--- src/rtl/pter_defines.vh ---
// register offsets, reset values, field positions and timing constants of the timing/event bank
`ifndef PTER_DEFINES_VH
`define PTER_DEFINES_VH
`define PTER_A_INT_SUM     8'h00
`define PTER_A_INT_MASK    8'h01
`define PTER_A_PWR_EV      8'h02
`define PTER_A_PWR_EV_CLR  8'h03
`define PTER_A_DET_EV      8'h04
`define PTER_A_DET_EV_CLR  8'h05
`define PTER_A_FLT_EV      8'h06
`define PTER_A_FLT_EV_CLR  8'h07
`define PTER_A_STR_EV      8'h08
`define PTER_A_STR_EV_CLR  8'h09
`define PTER_A_SUP_EV      8'h0A
`define PTER_A_SUP_EV_CLR  8'h0B
`define PTER_A_PORT1_ST    8'h0C
`define PTER_A_PORT2_ST    8'h0D
`define PTER_A_PORT3_ST    8'h0E
`define PTER_A_PORT4_ST    8'h0F
`define PTER_A_PWR_ST      8'h10
`define PTER_A_PIN_ST      8'h11
`define PTER_A_TIMING_CFG  8'h16
`define PTER_A_PROG2       8'h27
`define PTER_A_PROG3       8'h28
`define PTER_RST_PROG2     8'h47
`define PTER_RST_PROG3     8'h77
`define PTER_RST_SUPPLY    8'h35
`define PTER_RST_ZERO      8'h00
`define PTER_HI_MSB        7
`define PTER_HI_LSB        4
`define PTER_LO_MSB        3
`define PTER_LO_LSB        0
`define PTER_SCALE_DOUBLE  2'h3
// times in microseconds, trip levels in microvolts
`define PTER_DISC_BASE_US  238000
`define PTER_DISC_STEP_US  16000
`define PTER_FLT_BASE_US   40960
`define PTER_FLT_STEP_US   2720
`define PTER_SU_BASE_UV    135000
`define PTER_SU_STEP_UV    19250
`define PTER_FLT_PCT       88
`define PTER_PCT_FULL      100
`define PTER_CLK_MHZ       20
`endif

--- src/rtl/pter_event_reg.v ---
// one sticky event register with read-only and clear-on-read views
`timescale 1ns/1ps
`default_nettype none
module pter_event_reg #(
  parameter [7:0] RESET_VAL = 8'h00
) (
  input  wire       ref_clk_i,
  input  wire       rst_i,
  input  wire [7:0] set_i,
  input  wire       clr_rd_i,
  output reg  [7:0] flags_o
);
  // set wins over a clear-on-read in the same cycle
  always @(posedge ref_clk_i) begin
    if (rst_i) begin
      flags_o <= RESET_VAL;
    end else if (clr_rd_i) begin
      flags_o <= set_i;
    end else begin
      flags_o <= flags_o | set_i;
    end
  end
endmodule // pter_event_reg
`default_nettype wire

--- src/rtl/pter_time_calc.v ---
// effective time from nominal code and two-bit coarse scale
`timescale 1ns/1ps
`default_nettype none
`include "pter_defines.vh"
module pter_time_calc #(
  parameter [31:0] BASE_US = `PTER_FLT_BASE_US,
  parameter [31:0] STEP_US = `PTER_FLT_STEP_US
) (
  input  wire        ref_clk_i,
  input  wire        rst_i,
  input  wire [3:0]  code_i,
  input  wire [1:0]  scale_i,
  output reg  [31:0] time_us_o,
  output reg  [31:0] cycles_o
);
  reg [31:0] nominal_nxt;
  reg [31:0] eff_nxt;
  // scale 00 keeps nominal, 01 quarters it, 10 halves it, 11 doubles it
  always @* begin
    nominal_nxt = BASE_US + STEP_US * {28'h0000000, code_i};
    case (scale_i)
      2'h0:    eff_nxt = nominal_nxt;
      2'h1:    eff_nxt = nominal_nxt >> 2;
      2'h2:    eff_nxt = nominal_nxt >> 1;
      `PTER_SCALE_DOUBLE: eff_nxt = nominal_nxt << 1;
      default: eff_nxt = nominal_nxt;
    endcase
  end
  always @(posedge ref_clk_i) begin
    if (rst_i) begin
      time_us_o <= 32'h00000000;
      cycles_o  <= 32'h00000000;
    end else begin
      time_us_o <= eff_nxt;
      cycles_o  <= eff_nxt * `PTER_CLK_MHZ;
    end
  end
endmodule // pter_time_calc
`default_nettype wire

--- src/rtl/pter_regs.v ---
// timing program registers and event/status register map of the quad port controller
`timescale 1ns/1ps
`default_nettype none
`include "pter_defines.vh"
module pter_regs (
  input  wire        ref_clk_i,
  input  wire        rst_i,
  input  wire [7:0]  addr_i,
  input  wire        wr_i,
  input  wire        rd_i,
  input  wire [7:0]  wdata_i,
  input  wire [1:0]  disconnect_time_scale_i,
  input  wire [1:0]  fault_timeout_scale_i,
  input  wire [1:0]  startup_timeout_scale_i,
  input  wire [7:0]  power_event_set_i,
  input  wire [7:0]  detect_event_set_i,
  input  wire [7:0]  fault_event_set_i,
  input  wire [7:0]  startup_event_set_i,
  input  wire [7:0]  supply_event_set_i,
  input  wire [7:0]  supply_event_init_i,
  input  wire [7:0]  port1_status_i,
  input  wire [7:0]  port2_status_i,
  input  wire [7:0]  port3_status_i,
  input  wire [7:0]  port4_status_i,
  input  wire [7:0]  power_state_i,
  input  wire        auto_pin_i,
  input  wire        midspan_pin_i,
  input  wire [3:0]  slave_address_pins_i,
  output reg  [7:0]  rdata_o,
  output reg  [3:0]  current_limit_code_o,
  output reg  [3:0]  disconnect_time_code_o,
  output reg  [3:0]  fault_timeout_code_o,
  output reg  [3:0]  startup_timeout_code_o,
  output wire [31:0] disconnect_time_us_o,
  output wire [31:0] disconnect_time_cycles_o,
  output wire [31:0] fault_timeout_us_o,
  output wire [31:0] fault_timeout_cycles_o,
  output wire [31:0] startup_timeout_us_o,
  output wire [31:0] startup_timeout_cycles_o,
  output reg  [31:0] startup_trip_voltage_uv_o,
  output reg  [31:0] fault_trip_voltage_uv_o,
  output reg  [7:0]  interrupt_mask_o,
  output reg  [7:0]  interrupt_summary_o
);
  reg  [7:0]  limit_and_disconnect_time_r;
  reg  [7:0]  fault_and_start_time_r;
  reg  [7:0]  pin_state_r;
  reg         strap_pending_r;
  reg  [7:0]  rdata_nxt;
  reg  [31:0] su_trip_nxt;
  wire [7:0]  power_ev;
  wire [7:0]  detect_ev;
  wire [7:0]  fault_ev;
  wire [7:0]  start_ev;
  wire [7:0]  supply_ev;
  wire [7:0]  supply_set;

  // summary flags, two each for power, detect and fault events, one each for startup and supply
  wire        sum_supply;
  wire        sum_start;
  wire        sum_limit;
  wire        sum_class;
  wire        sum_detect;
  wire        sum_disc;
  wire        sum_good;
  wire        sum_enable;

  function hit_rd;
    input [7:0] a;
    input [7:0] target;
    begin
      hit_rd = rd_i && (a == target);
    end
  endfunction

  function hit_wr;
    input [7:0] a;
    input [7:0] target;
    begin
      hit_wr = wr_i && (a == target);
    end
  endfunction

  // program registers, written from the serial slave port
  // writes in the strap cycle are dropped so the reset image holds for one edge
  always @(posedge ref_clk_i) begin
    if (rst_i) begin
      limit_and_disconnect_time_r <= `PTER_RST_PROG2;
    end else if (!strap_pending_r && hit_wr(addr_i, `PTER_A_PROG2)) begin
      limit_and_disconnect_time_r <= wdata_i;
    end
  end

  always @(posedge ref_clk_i) begin
    if (rst_i) begin
      fault_and_start_time_r <= `PTER_RST_PROG3;
    end else if (!strap_pending_r && hit_wr(addr_i, `PTER_A_PROG3)) begin
      fault_and_start_time_r <= wdata_i;
    end
  end

  // mask bits 7,6,5 and 2 follow the auto pin out of reset
  always @(posedge ref_clk_i) begin
    if (rst_i) begin
      interrupt_mask_o <= `PTER_RST_ZERO;
    end else if (strap_pending_r) begin
      interrupt_mask_o <= {{3{auto_pin_i}}, 2'h0, auto_pin_i, 2'h0};
    end else if (hit_wr(addr_i, `PTER_A_INT_MASK)) begin
      interrupt_mask_o <= wdata_i;
    end
  end

  // straps are caught by a clocked process on the first edge after reset release
  always @(posedge ref_clk_i) begin
    if (rst_i) begin
      strap_pending_r <= 1'h1;
    end else begin
      strap_pending_r <= 1'h0;
    end
  end

  // pin state is resampled every cycle so strap changes show up live
  always @(posedge ref_clk_i) begin
    if (rst_i) begin
      pin_state_r <= `PTER_RST_ZERO;
    end else begin
      pin_state_r <= {2'h0, slave_address_pins_i, midspan_pin_i, auto_pin_i};
    end
  end

  // summary bits in summary register order
  assign sum_supply = |supply_ev;
  assign sum_start  = |start_ev[3:0];
  assign sum_limit  = |fault_ev[3:0];
  assign sum_class  = |detect_ev[7:4];
  assign sum_detect = |detect_ev[3:0];
  assign sum_disc   = |fault_ev[7:4];
  assign sum_good   = |power_ev[7:4];
  assign sum_enable = |power_ev[3:0];

  // supply power-up order is ORed onto the reset value on the edge straps are sampled
  assign supply_set = strap_pending_r ? supply_event_init_i : supply_event_set_i;

  pter_event_reg #(.RESET_VAL(`PTER_RST_ZERO)) u_power_ev (
    .ref_clk_i (ref_clk_i),
    .rst_i     (rst_i),
    .set_i     (power_event_set_i),
    .clr_rd_i  (hit_rd(addr_i, `PTER_A_PWR_EV_CLR)),
    .flags_o   (power_ev)
  );
  pter_event_reg #(.RESET_VAL(`PTER_RST_ZERO)) u_detect_ev (
    .ref_clk_i (ref_clk_i),
    .rst_i     (rst_i),
    .set_i     (detect_event_set_i),
    .clr_rd_i  (hit_rd(addr_i, `PTER_A_DET_EV_CLR)),
    .flags_o   (detect_ev)
  );
  pter_event_reg #(.RESET_VAL(`PTER_RST_ZERO)) u_fault_ev (
    .ref_clk_i (ref_clk_i),
    .rst_i     (rst_i),
    .set_i     (fault_event_set_i),
    .clr_rd_i  (hit_rd(addr_i, `PTER_A_FLT_EV_CLR)),
    .flags_o   (fault_ev)
  );
  pter_event_reg #(.RESET_VAL(`PTER_RST_ZERO)) u_start_ev (
    .ref_clk_i (ref_clk_i),
    .rst_i     (rst_i),
    .set_i     (startup_event_set_i),
    .clr_rd_i  (hit_rd(addr_i, `PTER_A_STR_EV_CLR)),
    .flags_o   (start_ev)
  );
  pter_event_reg #(.RESET_VAL(`PTER_RST_SUPPLY)) u_supply_ev (
    .ref_clk_i (ref_clk_i),
    .rst_i     (rst_i),
    .set_i     (supply_set),
    .clr_rd_i  (hit_rd(addr_i, `PTER_A_SUP_EV_CLR)),
    .flags_o   (supply_ev)
  );

  // effective times from nominal codes and coarse scales
  pter_time_calc #(
    .BASE_US (`PTER_DISC_BASE_US),
    .STEP_US (`PTER_DISC_STEP_US)
  ) u_disc_time (
    .ref_clk_i (ref_clk_i),
    .rst_i     (rst_i),
    .code_i    (limit_and_disconnect_time_r[`PTER_LO_MSB:`PTER_LO_LSB]),
    .scale_i   (disconnect_time_scale_i),
    .time_us_o (disconnect_time_us_o),
    .cycles_o  (disconnect_time_cycles_o)
  );
  pter_time_calc #(
    .BASE_US (`PTER_FLT_BASE_US),
    .STEP_US (`PTER_FLT_STEP_US)
  ) u_fault_time (
    .ref_clk_i (ref_clk_i),
    .rst_i     (rst_i),
    .code_i    (fault_and_start_time_r[`PTER_HI_MSB:`PTER_HI_LSB]),
    .scale_i   (fault_timeout_scale_i),
    .time_us_o (fault_timeout_us_o),
    .cycles_o  (fault_timeout_cycles_o)
  );
  pter_time_calc #(
    .BASE_US (`PTER_FLT_BASE_US),
    .STEP_US (`PTER_FLT_STEP_US)
  ) u_start_time (
    .ref_clk_i (ref_clk_i),
    .rst_i     (rst_i),
    .code_i    (fault_and_start_time_r[`PTER_LO_MSB:`PTER_LO_LSB]),
    .scale_i   (startup_timeout_scale_i),
    .time_us_o (startup_timeout_us_o),
    .cycles_o  (startup_timeout_cycles_o)
  );

  // code fields and trip voltages registered for the port logic
  always @* begin
    su_trip_nxt = `PTER_SU_BASE_UV + `PTER_SU_STEP_UV *
                  {28'h0000000, limit_and_disconnect_time_r[`PTER_HI_MSB:`PTER_HI_LSB]};
  end

  always @(posedge ref_clk_i) begin
    if (rst_i) begin
      current_limit_code_o      <= 4'h0;
      disconnect_time_code_o    <= 4'h0;
      fault_timeout_code_o      <= 4'h0;
      startup_timeout_code_o    <= 4'h0;
    end else begin
      current_limit_code_o   <= limit_and_disconnect_time_r[`PTER_HI_MSB:`PTER_HI_LSB];
      disconnect_time_code_o <= limit_and_disconnect_time_r[`PTER_LO_MSB:`PTER_LO_LSB];
      fault_timeout_code_o   <= fault_and_start_time_r[`PTER_HI_MSB:`PTER_HI_LSB];
      startup_timeout_code_o <= fault_and_start_time_r[`PTER_LO_MSB:`PTER_LO_LSB];
    end
  end

  // both trip levels come from one term so they never disagree for a cycle
  always @(posedge ref_clk_i) begin
    if (rst_i) begin
      startup_trip_voltage_uv_o <= 32'h00000000;
      fault_trip_voltage_uv_o   <= 32'h00000000;
    end else begin
      startup_trip_voltage_uv_o <= su_trip_nxt;
      // integer divide truncates; the loss is below one microvolt
      fault_trip_voltage_uv_o <= (su_trip_nxt * `PTER_FLT_PCT) / `PTER_PCT_FULL;
    end
  end

  always @(posedge ref_clk_i) begin
    if (rst_i) begin
      interrupt_summary_o <= `PTER_RST_ZERO;
    end else begin
      interrupt_summary_o <= {sum_supply, sum_start, sum_limit, sum_class,
                              sum_detect, sum_disc, sum_good, sum_enable};
    end
  end

  // read mux; unmapped offsets read zero
  always @* begin
    case (addr_i)
      `PTER_A_INT_SUM:    rdata_nxt = interrupt_summary_o;
      `PTER_A_INT_MASK:   rdata_nxt = interrupt_mask_o;
      `PTER_A_PWR_EV,
      `PTER_A_PWR_EV_CLR: rdata_nxt = power_ev;
      `PTER_A_DET_EV,
      `PTER_A_DET_EV_CLR: rdata_nxt = detect_ev;
      `PTER_A_FLT_EV,
      `PTER_A_FLT_EV_CLR: rdata_nxt = fault_ev;
      `PTER_A_STR_EV,
      `PTER_A_STR_EV_CLR: rdata_nxt = start_ev;
      `PTER_A_SUP_EV,
      `PTER_A_SUP_EV_CLR: rdata_nxt = supply_ev;
      `PTER_A_PORT1_ST:   rdata_nxt = port1_status_i;
      `PTER_A_PORT2_ST:   rdata_nxt = port2_status_i;
      `PTER_A_PORT3_ST:   rdata_nxt = port3_status_i;
      `PTER_A_PORT4_ST:   rdata_nxt = port4_status_i;
      `PTER_A_PWR_ST:     rdata_nxt = power_state_i;
      `PTER_A_PIN_ST:     rdata_nxt = pin_state_r;
      `PTER_A_PROG2:      rdata_nxt = limit_and_disconnect_time_r;
      `PTER_A_PROG3:      rdata_nxt = fault_and_start_time_r;
      default:            rdata_nxt = `PTER_RST_ZERO;
    endcase
  end

  always @(posedge ref_clk_i) begin
    if (rst_i) begin
      rdata_o <= `PTER_RST_ZERO;
    end else if (rd_i) begin
      rdata_o <= rdata_nxt;
    end
  end
endmodule // pter_regs
`default_nettype wire

--- config.mk ---
export PLATFORM = sky130hd
export DESIGN_NAME = pter_regs
export DESIGN_NICKNAME = d
export VERILOG_FILES = /design/src/rtl/pter_event_reg.v /design/src/rtl/pter_time_calc.v /design/src/rtl/pter_regs.v
export VERILOG_INCLUDE_DIRS = /design/src /design/src/rtl
export SDC_FILE = /design/constraint.sdc
export NUM_CORES = 1
export LEC_CHECK = 0
export ABC_CLOCK_PERIOD_IN_PS = 52800
export BUFFER_PORTS_ARGS = -buffer_cell sky130_fd_sc_hd__buf_2
export CAP_MARGIN = 20
export CORE_UTILIZATION = 48
export DETAILED_ROUTE_END_ITERATION = 10
export HOLD_SLACK_MARGIN = 0.08
export PLACE_DENSITY = 0.67
export REMOVE_ABC_BUFFERS = 1
export SETUP_SLACK_MARGIN = 0.3
export SYNTH_ARGS = -nofsm -noshare
export SYNTH_HDL_FRONTEND = slang
export SYNTH_SLANG_ARGS = --single-unit
--- constraint.sdc ---
create_clock -name ref_clk_i -period 52.8 [get_ports ref_clk_i]
set_clock_uncertainty 0.05 [all_clocks]
set_input_delay 5.28 -clock ref_clk_i [delete_from_list [all_inputs] [get_ports ref_clk_i]]
set_output_delay 5.28 -clock ref_clk_i [all_outputs]
set_load 0.1 [all_outputs]
* After elaboration in Yosys (flattened, before gate mapping)
Index checks and enable logic that the tools add are counted.
Word-level totals: output and inout bits 296, bits of input ports 120, register bits after elaboration 361
Operators by class: mux-type cells 13, $mul 8, bitwise logic cells 5, div/mod/pow operators 1, add/sub/neg operators 4, equal/unequal tests 28, reduce and logical (&&, ||, !) cells 30
Operators by type and width (count):
- 32-bit case mux with 4 select lines | 3
- 8-bit case mux with 15 select lines | 1
- 32-bit by 3-bit multiplier with 30-bit output, second input constant | 3
- 8-bit by 4-bit equality test with 1-bit output, second input constant | 8
- 8-bit 2-to-1 mux | 8
- 8-bit OR | 5
- 16-bit by 16-bit adder with 17-bit output, first input constant | 2
- 7-bit by 4-bit multiplier with 11-bit output, first input constant | 3
- 32-bit by 7-bit divider with 32-bit output, second input constant | 1
- 8-bit by 3-bit equality test with 1-bit output, second input constant | 4
- 32-bit by 4-bit multiplier with 29-bit output, second input constant | 1
- 4-bit OR reduction | 7
- 18-bit by 19-bit adder with 20-bit output, first input constant | 1
- 18-bit by 18-bit adder with 19-bit output, first input constant | 1
- 14-bit by 4-bit multiplier with 18-bit output, first input constant | 1
- 8-bit by 2-bit equality test with 1-bit output, second input constant | 2
- 8-bit by 5-bit equality test with 1-bit output, second input constant | 2
- 8-bit by 6-bit equality test with 1-bit output, second input constant | 2
- 2-bit equality test, second input constant | 6
- 2-bit OR reduction | 6
- 1-bit logical AND | 10
- 8-bit by 1-bit equality test with 1-bit output, second input constant | 1
- 8-bit zero test | 1
- 8-bit OR reduction | 1
- other kinds (5) | 9

* Logic depth before layout (Yosys ltp)
Gate-level depths: netlist of run 1.
word-level depth 4, mapped depth 92, depth with buffers taken out 79

* Hierarchy
A second synthesis of run 1 with hierarchy kept.
Unflattened totals: cell total of the unflattened synthesis 2961, area total of the unflattened synthesis 23806.6 sq um
Modules (own cells, without submodules):
- pter_regs | cells each 1865, area an instance 14068.5 sq um, instances 1
- pter_time_calc at u_fault_time ... | cells each 283, area an instance 2488.6 sq um, instances 2
- pter_time_calc at u_disc_time | cells each 365, area an instance 3269.4 sq um, instances 1
- pter_event_reg at u_detect_ev ... | cells each 33, area an instance 304.0 sq um, instances 4
- pter_event_reg at u_supply_ev | cells each 33, area an instance 275.3 sq um, instances 1

* Worst setup path after synthesis of run 1
No wires, ideal clock.
path kind flip-flop to flip-flop, start point reg limit_and_disconnect_time_r[4], end point reg fault_trip_voltage_uv_o[0], data arrival time 19107 ps, setup time 138 ps, path slack 33505 ps, cell stages (with the launch flop) 85, path buffers 8, cell sequence dfxtp_1 > inv_1 > ha_1 > ha_1 > inv_1 > fa_1 > inv_1 > a31oi_1 > nor2b_1 > o21ai_0 > nand2b_1 > a31o_2 > a21oi_1 > nor2_1 > nor2_1 > nor2b_1 > o21ai_0 > xor2_1 > [... 49 more ...] > nor4_4 > nand3_4 > a21oi_4 > nand4_4 > o31a_1 > nor4_1 > nor3b_2 > nand4_2 > buf_2 > inv_1 > ha_1 > nand2b_1 > nor3_1 > o31a_1 > a221oi_2 > mux2i_1 > a311oi_1 > a41oi_1
Between the ends: longest elaborated chain between the ends 4
Ends and longest elaborated chain:
- from (decl) | line pter_regs.v:45 | reg [7:0] limit_and_disconnect_time_r;
- from (signal assigned) | line pter_regs.v:88 | limit_and_disconnect_time_r <= `PTER_RST_PROG2;
- from (signal assigned) | line pter_regs.v:90 | limit_and_disconnect_time_r <= wdata_i;
- 14-bit by 4-bit multiplier with 18-bit output (no line)
- 18-bit by 19-bit adder with 20-bit output (no line)
- net su_trip_nxt[17] | line pter_regs.v:50 | reg [31:0] su_trip_nxt;
- 32-bit by 4-bit multiplier with 29-bit output (no line)
- 32-bit by 7-bit divider with 32-bit output (no line)
- to (signal assigned) | line pter_regs.v:243 | fault_trip_voltage_uv_o <= (su_trip_nxt * `PTER_FLT_PCT) / `PTER_PCT_FULL;
- to (decl) | line pter_regs.v:41 | output reg [31:0] fault_trip_voltage_uv_o,
The timed path passes the listed nets, and every way through them passes these cells. A chain may end at the register's enable or synchronous reset.

* Final worst setup path of run 1
Same ends and word-level chain as after synthesis.

==> results of run 1 <==
[cell type report]
class | count | area [sq um] | area share (%)
inverters | 141 | 529 | 2.13
clock inverters | 18 | 218 | 0.874
well taps | 600 | 751 | 3.02
clock buffers | 34 | 763 | 3.07
repair buffers | 313 | 1600 | 6.42
flip-flops and latches | 240 | 4800 | 19.3
multi-input cells | 2284 | 16200 | 65.1
diodes | 9 | 22.5 | 0.0905
[stage by stage]
stage / utilization [%] / hold WS, ns / area [sq um] / instances
floorplan: - / 0.385 / 21500 / 2665
global placement: 52.2 / 0.412 / 23900 / 3578
detailed placement: 52.2 / 0.413 / 23900 / 3578
CTS: 54.3 / 0.418 / 24900 / 3630
global route: 54.4 / 0.443 / 24900 / 3637
finish: 54.4 / 0.416 / 24900 / 3639
[layout by cell type, fill, tap and decap left out, drive strengths merged, types with 36 or more instances in the layout]
cell / instances
a21o: 49
a21oi: 204
and2: 36
buf: 312
conb: 111
dfxtp: 240
ha: 191
inv: 143
mux2i: 37
nand2: 185
nand3: 67
nor2: 293
nor2b: 83
nor3: 67
o211ai: 42
o21ai: 121
xnor2: 117
xor2: 37
[worst min-delay path, cell delays in order (launching register included)]
cell	delay, ns
dfxtp_1	0.32
nand2_1	0.06
a21oi_1	0.05
[synthesized netlist by cell type (23+ instances only)]
cell type,instances
nor2_1,289
dfxtp_1,240
a21oi_1,197
ha_1,191
nand2_1,183
inv_1,140
buf_4,121
xnor2_1,116
o21ai_0,92
nor2b_1,83
clkbuf_1,71
nand3_1,65
nor3_1,64
a21o_1,48
o211ai_1,36
xor2_1,36
and2_1,35
mux2i_1,33
a31oi_1,30
fa_1,30
o21bai_1,29
nor4_1,27
a211oi_1,26
a211o_1,25
and3_1,25
o21ai_1,25
buf_2,23
o31ai_1,23
[state kept, by name (all words and copies together), names as in the netlist, 13 cells and up]
signal and count:
fault_trip_voltage_uv_o 21, startup_trip_voltage_uv_o 17, u_disc_time.cycles_o 21, u_disc_time.time_us_o 16, u_fault_time.cycles_o 18, u_fault_time.time_us_o 13, u_start_time.cycles_o 18, u_start_time.time_us_o 13
[kinds of logic (layout without fill, tap and decap cells)]
family	Yosys count	count (layout)	synth area share [%]
AO/OA/AOI/OAI	809	809	26.2
adder cells (fa/ha/maj)	224	224	13.4
AND/OR/NAND/NOR	914	914	20.6
buffers and inverters	369	506	8.41
multiplexers	72	72	3.95
XOR/XNOR	154	154	6.06
other	1	120	0.0167
flip-flops	240	240	21.4
[how the worst min path moves through the flow]
stage | endpoint | cells after the start
6_report | u_supply_ev.flags_o[7] | 2
5_1_grt | u_supply_ev.flags_o[3] | 2
4_1_cts | u_supply_ev.flags_o[7] | 2
3_5_place_dp | u_supply_ev.flags_o[7] | 2
3_3_place_gp | u_supply_ev.flags_o[7] | 2
2_1_floorplan | u_supply_ev.flags_o[3] | 2
[per-layer routing]
metal | vias to the layer above | share of wire, %
met5 | - | 0.093
met4 | 10 | 2.0
met3 | 98 | 7.3
met2 | 783 | 45
met1 | 10100 | 45
li1 | 10400 | -
==> results.md, run 1 <==
* Busiest grt layer: met2
* Reg-to-reg endpoint: fault_trip_voltage_uv_o[0]
* Post-synth top area cell: dfxtp_1
* Relative slew margins at 27.1%
* CP max-delay cell: a21boi_1
* Crit end category: flop
* Reg2reg path depth at 76
* RSZ-0062 raised after global routing: no
* CP Max Fanout at 16
* Num Clock Sinks at 240
* F_max at 0.0430 GHz
* I/O Pins at 416
* Vias/cell at 5.88
* Chip height at 218 microns
* Dominant cells by area after synthesis: dfxtp_1 (21%), ha_1 (11%), nor2_1 (4.8%), xnor2_1 (4.5%), a21oi_1 (4.4%)
* Post-synth cell types at 136
* Pre-CTS setup slack at 30.12 ns
* Max Root-Sink Buffers at 3
* Crit path max-delay family: compound AO/OA/AOI/OAI gates
* HP Class: reg -> reg
* Primary FF master, synth: dfxtp_1
* Post-CTS Setup Bufs at 0
* Antenna viol nets, final at 0
* GR met3 Demand/Resource at 4.55%
* Fillcell total at 4,400
* Area Overhead vs Synth at 10.7%
* Routed via count at 21,400
* Final worst path period share at 44.0%
* Drt first pass iters at 6
* Post-CTS Resized at 0
* Initial Util at 49.1%
* Routed WL at 67.8 mm
* Clk pin slew, worst setup/hold paths at 0.06 ns
* Initial DRC count at 1,788
* Hold Fails Final Rpt at 0
* Worst path depth at 76
* Worst r2r src: limit_and_disconnect_time_r[4]
* Hpwl dp at 53.6 mm
* Cell Area, Synth at 0.0225 sq mm
* Die width at 218 microns
* # setup viols final at 0
* Area share of the largest cell type after synthesis at 21.4%
* Async set-reset flop share out of synthesis at 0%
* Max-cap violations at 0
* Hold path startpoint: u_supply_ev.flags_o[7]
* Number of synthesized flops with an enable pin at 0
* # H-tree levels at 1
* Crit path required time at 53.17 ns
* DRC viols at 0
* Worst-margin pin slew at 1.09 ns
* Sequential area share after synthesis at 21.4%
* Reg2reg setup slack at 29.56 ns
* M2 GR Usage at 43.6%
* GR Layer Usage met1 at 37.9%
* Pins Over Slew Limit at 0
* Synthesized area per cell at 8.08 sq um
* CP max stage delay at 0.82 ns
* Setup TNS at 0 ns
* Vias in the first global route at 19,800
* Final setup margin at 29.56 ns
* Yosys warning count at 0
* First-pass GRT wire length at 106 mm
* Pin count of the biggest net entering global routing at 82
* Tot GR Track Use at 27.3%
* Buffers & Inverters on Critical Path at 7
* Critical setup path kind: reg -> reg
* Wire per inst at 18.6 microns
* Final Wtd Congestion at 0.950
* Hold-fix buffers, CTS at 0
* Crit path arrival time at 23.61 ns
* Clock root buffer: clkbuf_16
* CP startpoint: limit_and_disconnect_time_r[4]
* Share of cells above drive strength 1 at 16.5%
* CTS buffer count at 28
* Die area at 0.0477 sq mm
* Port-buffer cells at 304
* Most used cell, CP: inv_1
* Register bit total from synthesis at 240
* Critical path endpoint: fault_trip_voltage_uv_o[0]
* TritonCTS clock tree: done
* Gate Count Post-Synth at 2,783
* Worst-skew pair later-pin latency at 0.60 ns
* Outcome: finished clean
* Antenna violations before repair at 15
* CP startpoint kind: flop
* Core Footprint at 0.0458 sq mm
* Post-layout min period at 23.24 ns
* Final-stage net count at 3,349
* Total grt overflow at 0
* Site row count at 78
Power of run 1 is not shown: default switching activity piles up to over one toggle a cycle in this logic, so the estimate is an artifact.
==> inputs of run 2 (changes only) <==
Settings changed: ABC_CLOCK_PERIOD_IN_PS 52800 to 23800.
Clock period 52.8 ns to 23.8 ns, I/O delays scaled along.
==> results.md, run 2 (synthesized netlist as in run 1, its figures left out) <==
* Commonest cells after routing, fill and taps aside: buf_2 (303), nor2_1 (289), dfxtp_1 (238)
* Final-stage net count at 3,356
* Commonest non-fill, non-tap cell in the layout: buf_2
* Final setup margin at 1.88 ns
* Relative slew margins at 32.0%
* Clk pin slew, worst setup/hold paths at 0.07 ns
* Crit end category: flop
* Area Overhead vs Synth at 11.1%
* Setup TNS at 0 ns
* Worst-margin pin slew at 1.02 ns
* Drt first pass iters at 7
* Max-cap violations at 0
* Antenna violations before repair at 12
* Core Footprint at 0.0458 sq mm
* TritonCTS clock tree: done
* Critical setup path kind: reg -> reg
* # H-tree levels at 1
* CP startpoint kind: flop
* Max Root-Sink Buffers at 3
* CP Max Fanout at 20
* Final worst path period share at 92.1%
* Die width at 218 microns
* Crit path max-delay family: compound AO/OA/AOI/OAI gates
* Vias/cell at 5.90
* Clock root buffer: clkbuf_16
* Initial Util at 49.1%
* Crit path required time at 24.17 ns
* Hold-fix buffers, CTS at 0
* Total grt overflow at 0
* Pin count of the biggest net entering global routing at 82
* F_max at 0.0456 GHz
* Hpwl dp at 53.4 mm
* Post-route design area at 0.0250 sq mm
* Final Wtd Congestion at 0.951
* Tot GR Track Use at 27.2%
* Routed via count at 21,500
* Largest registers: fault_trip_voltage_uv_o: 21 flops, u_disc_time.cycles_o: 21 flops
* Crit path arrival time at 22.30 ns
* RSZ-0062 raised after global routing: no
* Outcome: finished clean
* Routed WL at 68.0 mm
* Reg2reg setup slack at 1.88 ns
* Num Clock Sinks at 240
* Hold WS at 0.424 ns
* Port-buffer cells at 304
* Pre-CTS setup slack at 1.12 ns
* Die area at 0.0477 sq mm
* DRC viols at 0
* Wire per inst at 18.7 microns
* CP max stage delay at 0.77 ns
* Cell Area, Placed at 0.0239 sq mm
* # setup viols final at 0
* I/O Pins at 416
* Chip height at 218 microns
* First-pass GRT wire length at 106 mm
* Share of cells above drive strength 1 at 16.8%
* Fillcell total at 4,358
* Vias in the first global route at 19,700
* CP max-delay cell: or4_1
* CTS buffer count at 27
* Initial DRC count at 1,632
* Worst-skew pair later-pin latency at 0.60 ns
* Buffers & Inverters on Critical Path at 8
* Pins Over Slew Limit at 0
* Hold Fails Final Rpt at 0
* Antenna viol nets, final at 0
* Most used cell, CP: inv_1
* Post-layout min period at 21.92 ns
* HP Class: reg -> reg
* Site row count at 78
==> run 2: changes by cell type in the layout (fill, tap and decap cells not counted), sizes merged <==
cell / delta
buf: +8
clkinv: -8
clkbuf: +6
inv: +2
bufinv: -1
clkinvlp: -1
==> run 2: layout make-up <==
class                   instances  area [sq um]  share of cell area (%)
diodes                          9          22.5                  0.0901
clock buffers                  40           795                    3.18
clock inverters                10           139                   0.556
inverters                     141           529                    2.12
multi-input cells            2284         16300                    65.2
flip-flops and latches        240          4810                    19.2
well taps                     600           751                    3.00
repair buffers                321          1660                    6.63
==> run 2: worst reg2reg max path, delay by kind of cell (launching register included) <==
family / cells / cell delay (ns)
AO/OA/AOI/OAI: 39 / 11.94
AND/OR/NAND/NOR: 18 / 4.86
adder cells (fa/ha/maj): 6 / 2.13
buffers and inverters: 8 / 1.02
XOR/XNOR: 3 / 0.63
flip-flops: 1 / 0.62
multiplexers: 2 / 0.48
==> run 2: routing by layer <==
layer / vias up / wire [microns] / share of wire, % / GRT usage, %
met2: 810 / 30800 / 45 / 43.1
li1: 10400 / - / - / -
met5: - / 41 / 0.060 / 0
met4: 6 / 1690 / 2.5 / 7.51
met3: 105 / 4730 / 6.9 / 3.60
met1: 10100 / 30700 / 45 / 38.3
==> run 2: worst paths after layout <==
check / from / cells after the start / to
setup / recovery: limit_and_disconnect_time_r[6] / 76 / fault_trip_voltage_uv_o[0]
hold / removal: u_supply_ev.flags_o[7] / 2 / u_supply_ev.flags_o[7]
setup reg to reg: limit_and_disconnect_time_r[6] / 76 / fault_trip_voltage_uv_o[0]
hold reg to reg: u_supply_ev.flags_o[7] / 2 / u_supply_ev.flags_o[7]
==> run 2: repair_timing <==
action,in CTS,in global routing
resized for setup,0,13
setup endpoints to repair,0,2
setup buffers,0,6
==> run 2: through the flow <==
stage,cells,util (%)
final,3645,54.6
after global routing,3643,54.6
after CTS,3630,54.3
after detailed placement,3580,52.2
after global placement,3580,52.2
after floorplan,2665,-
Power of run 2 is left out for the same reason.
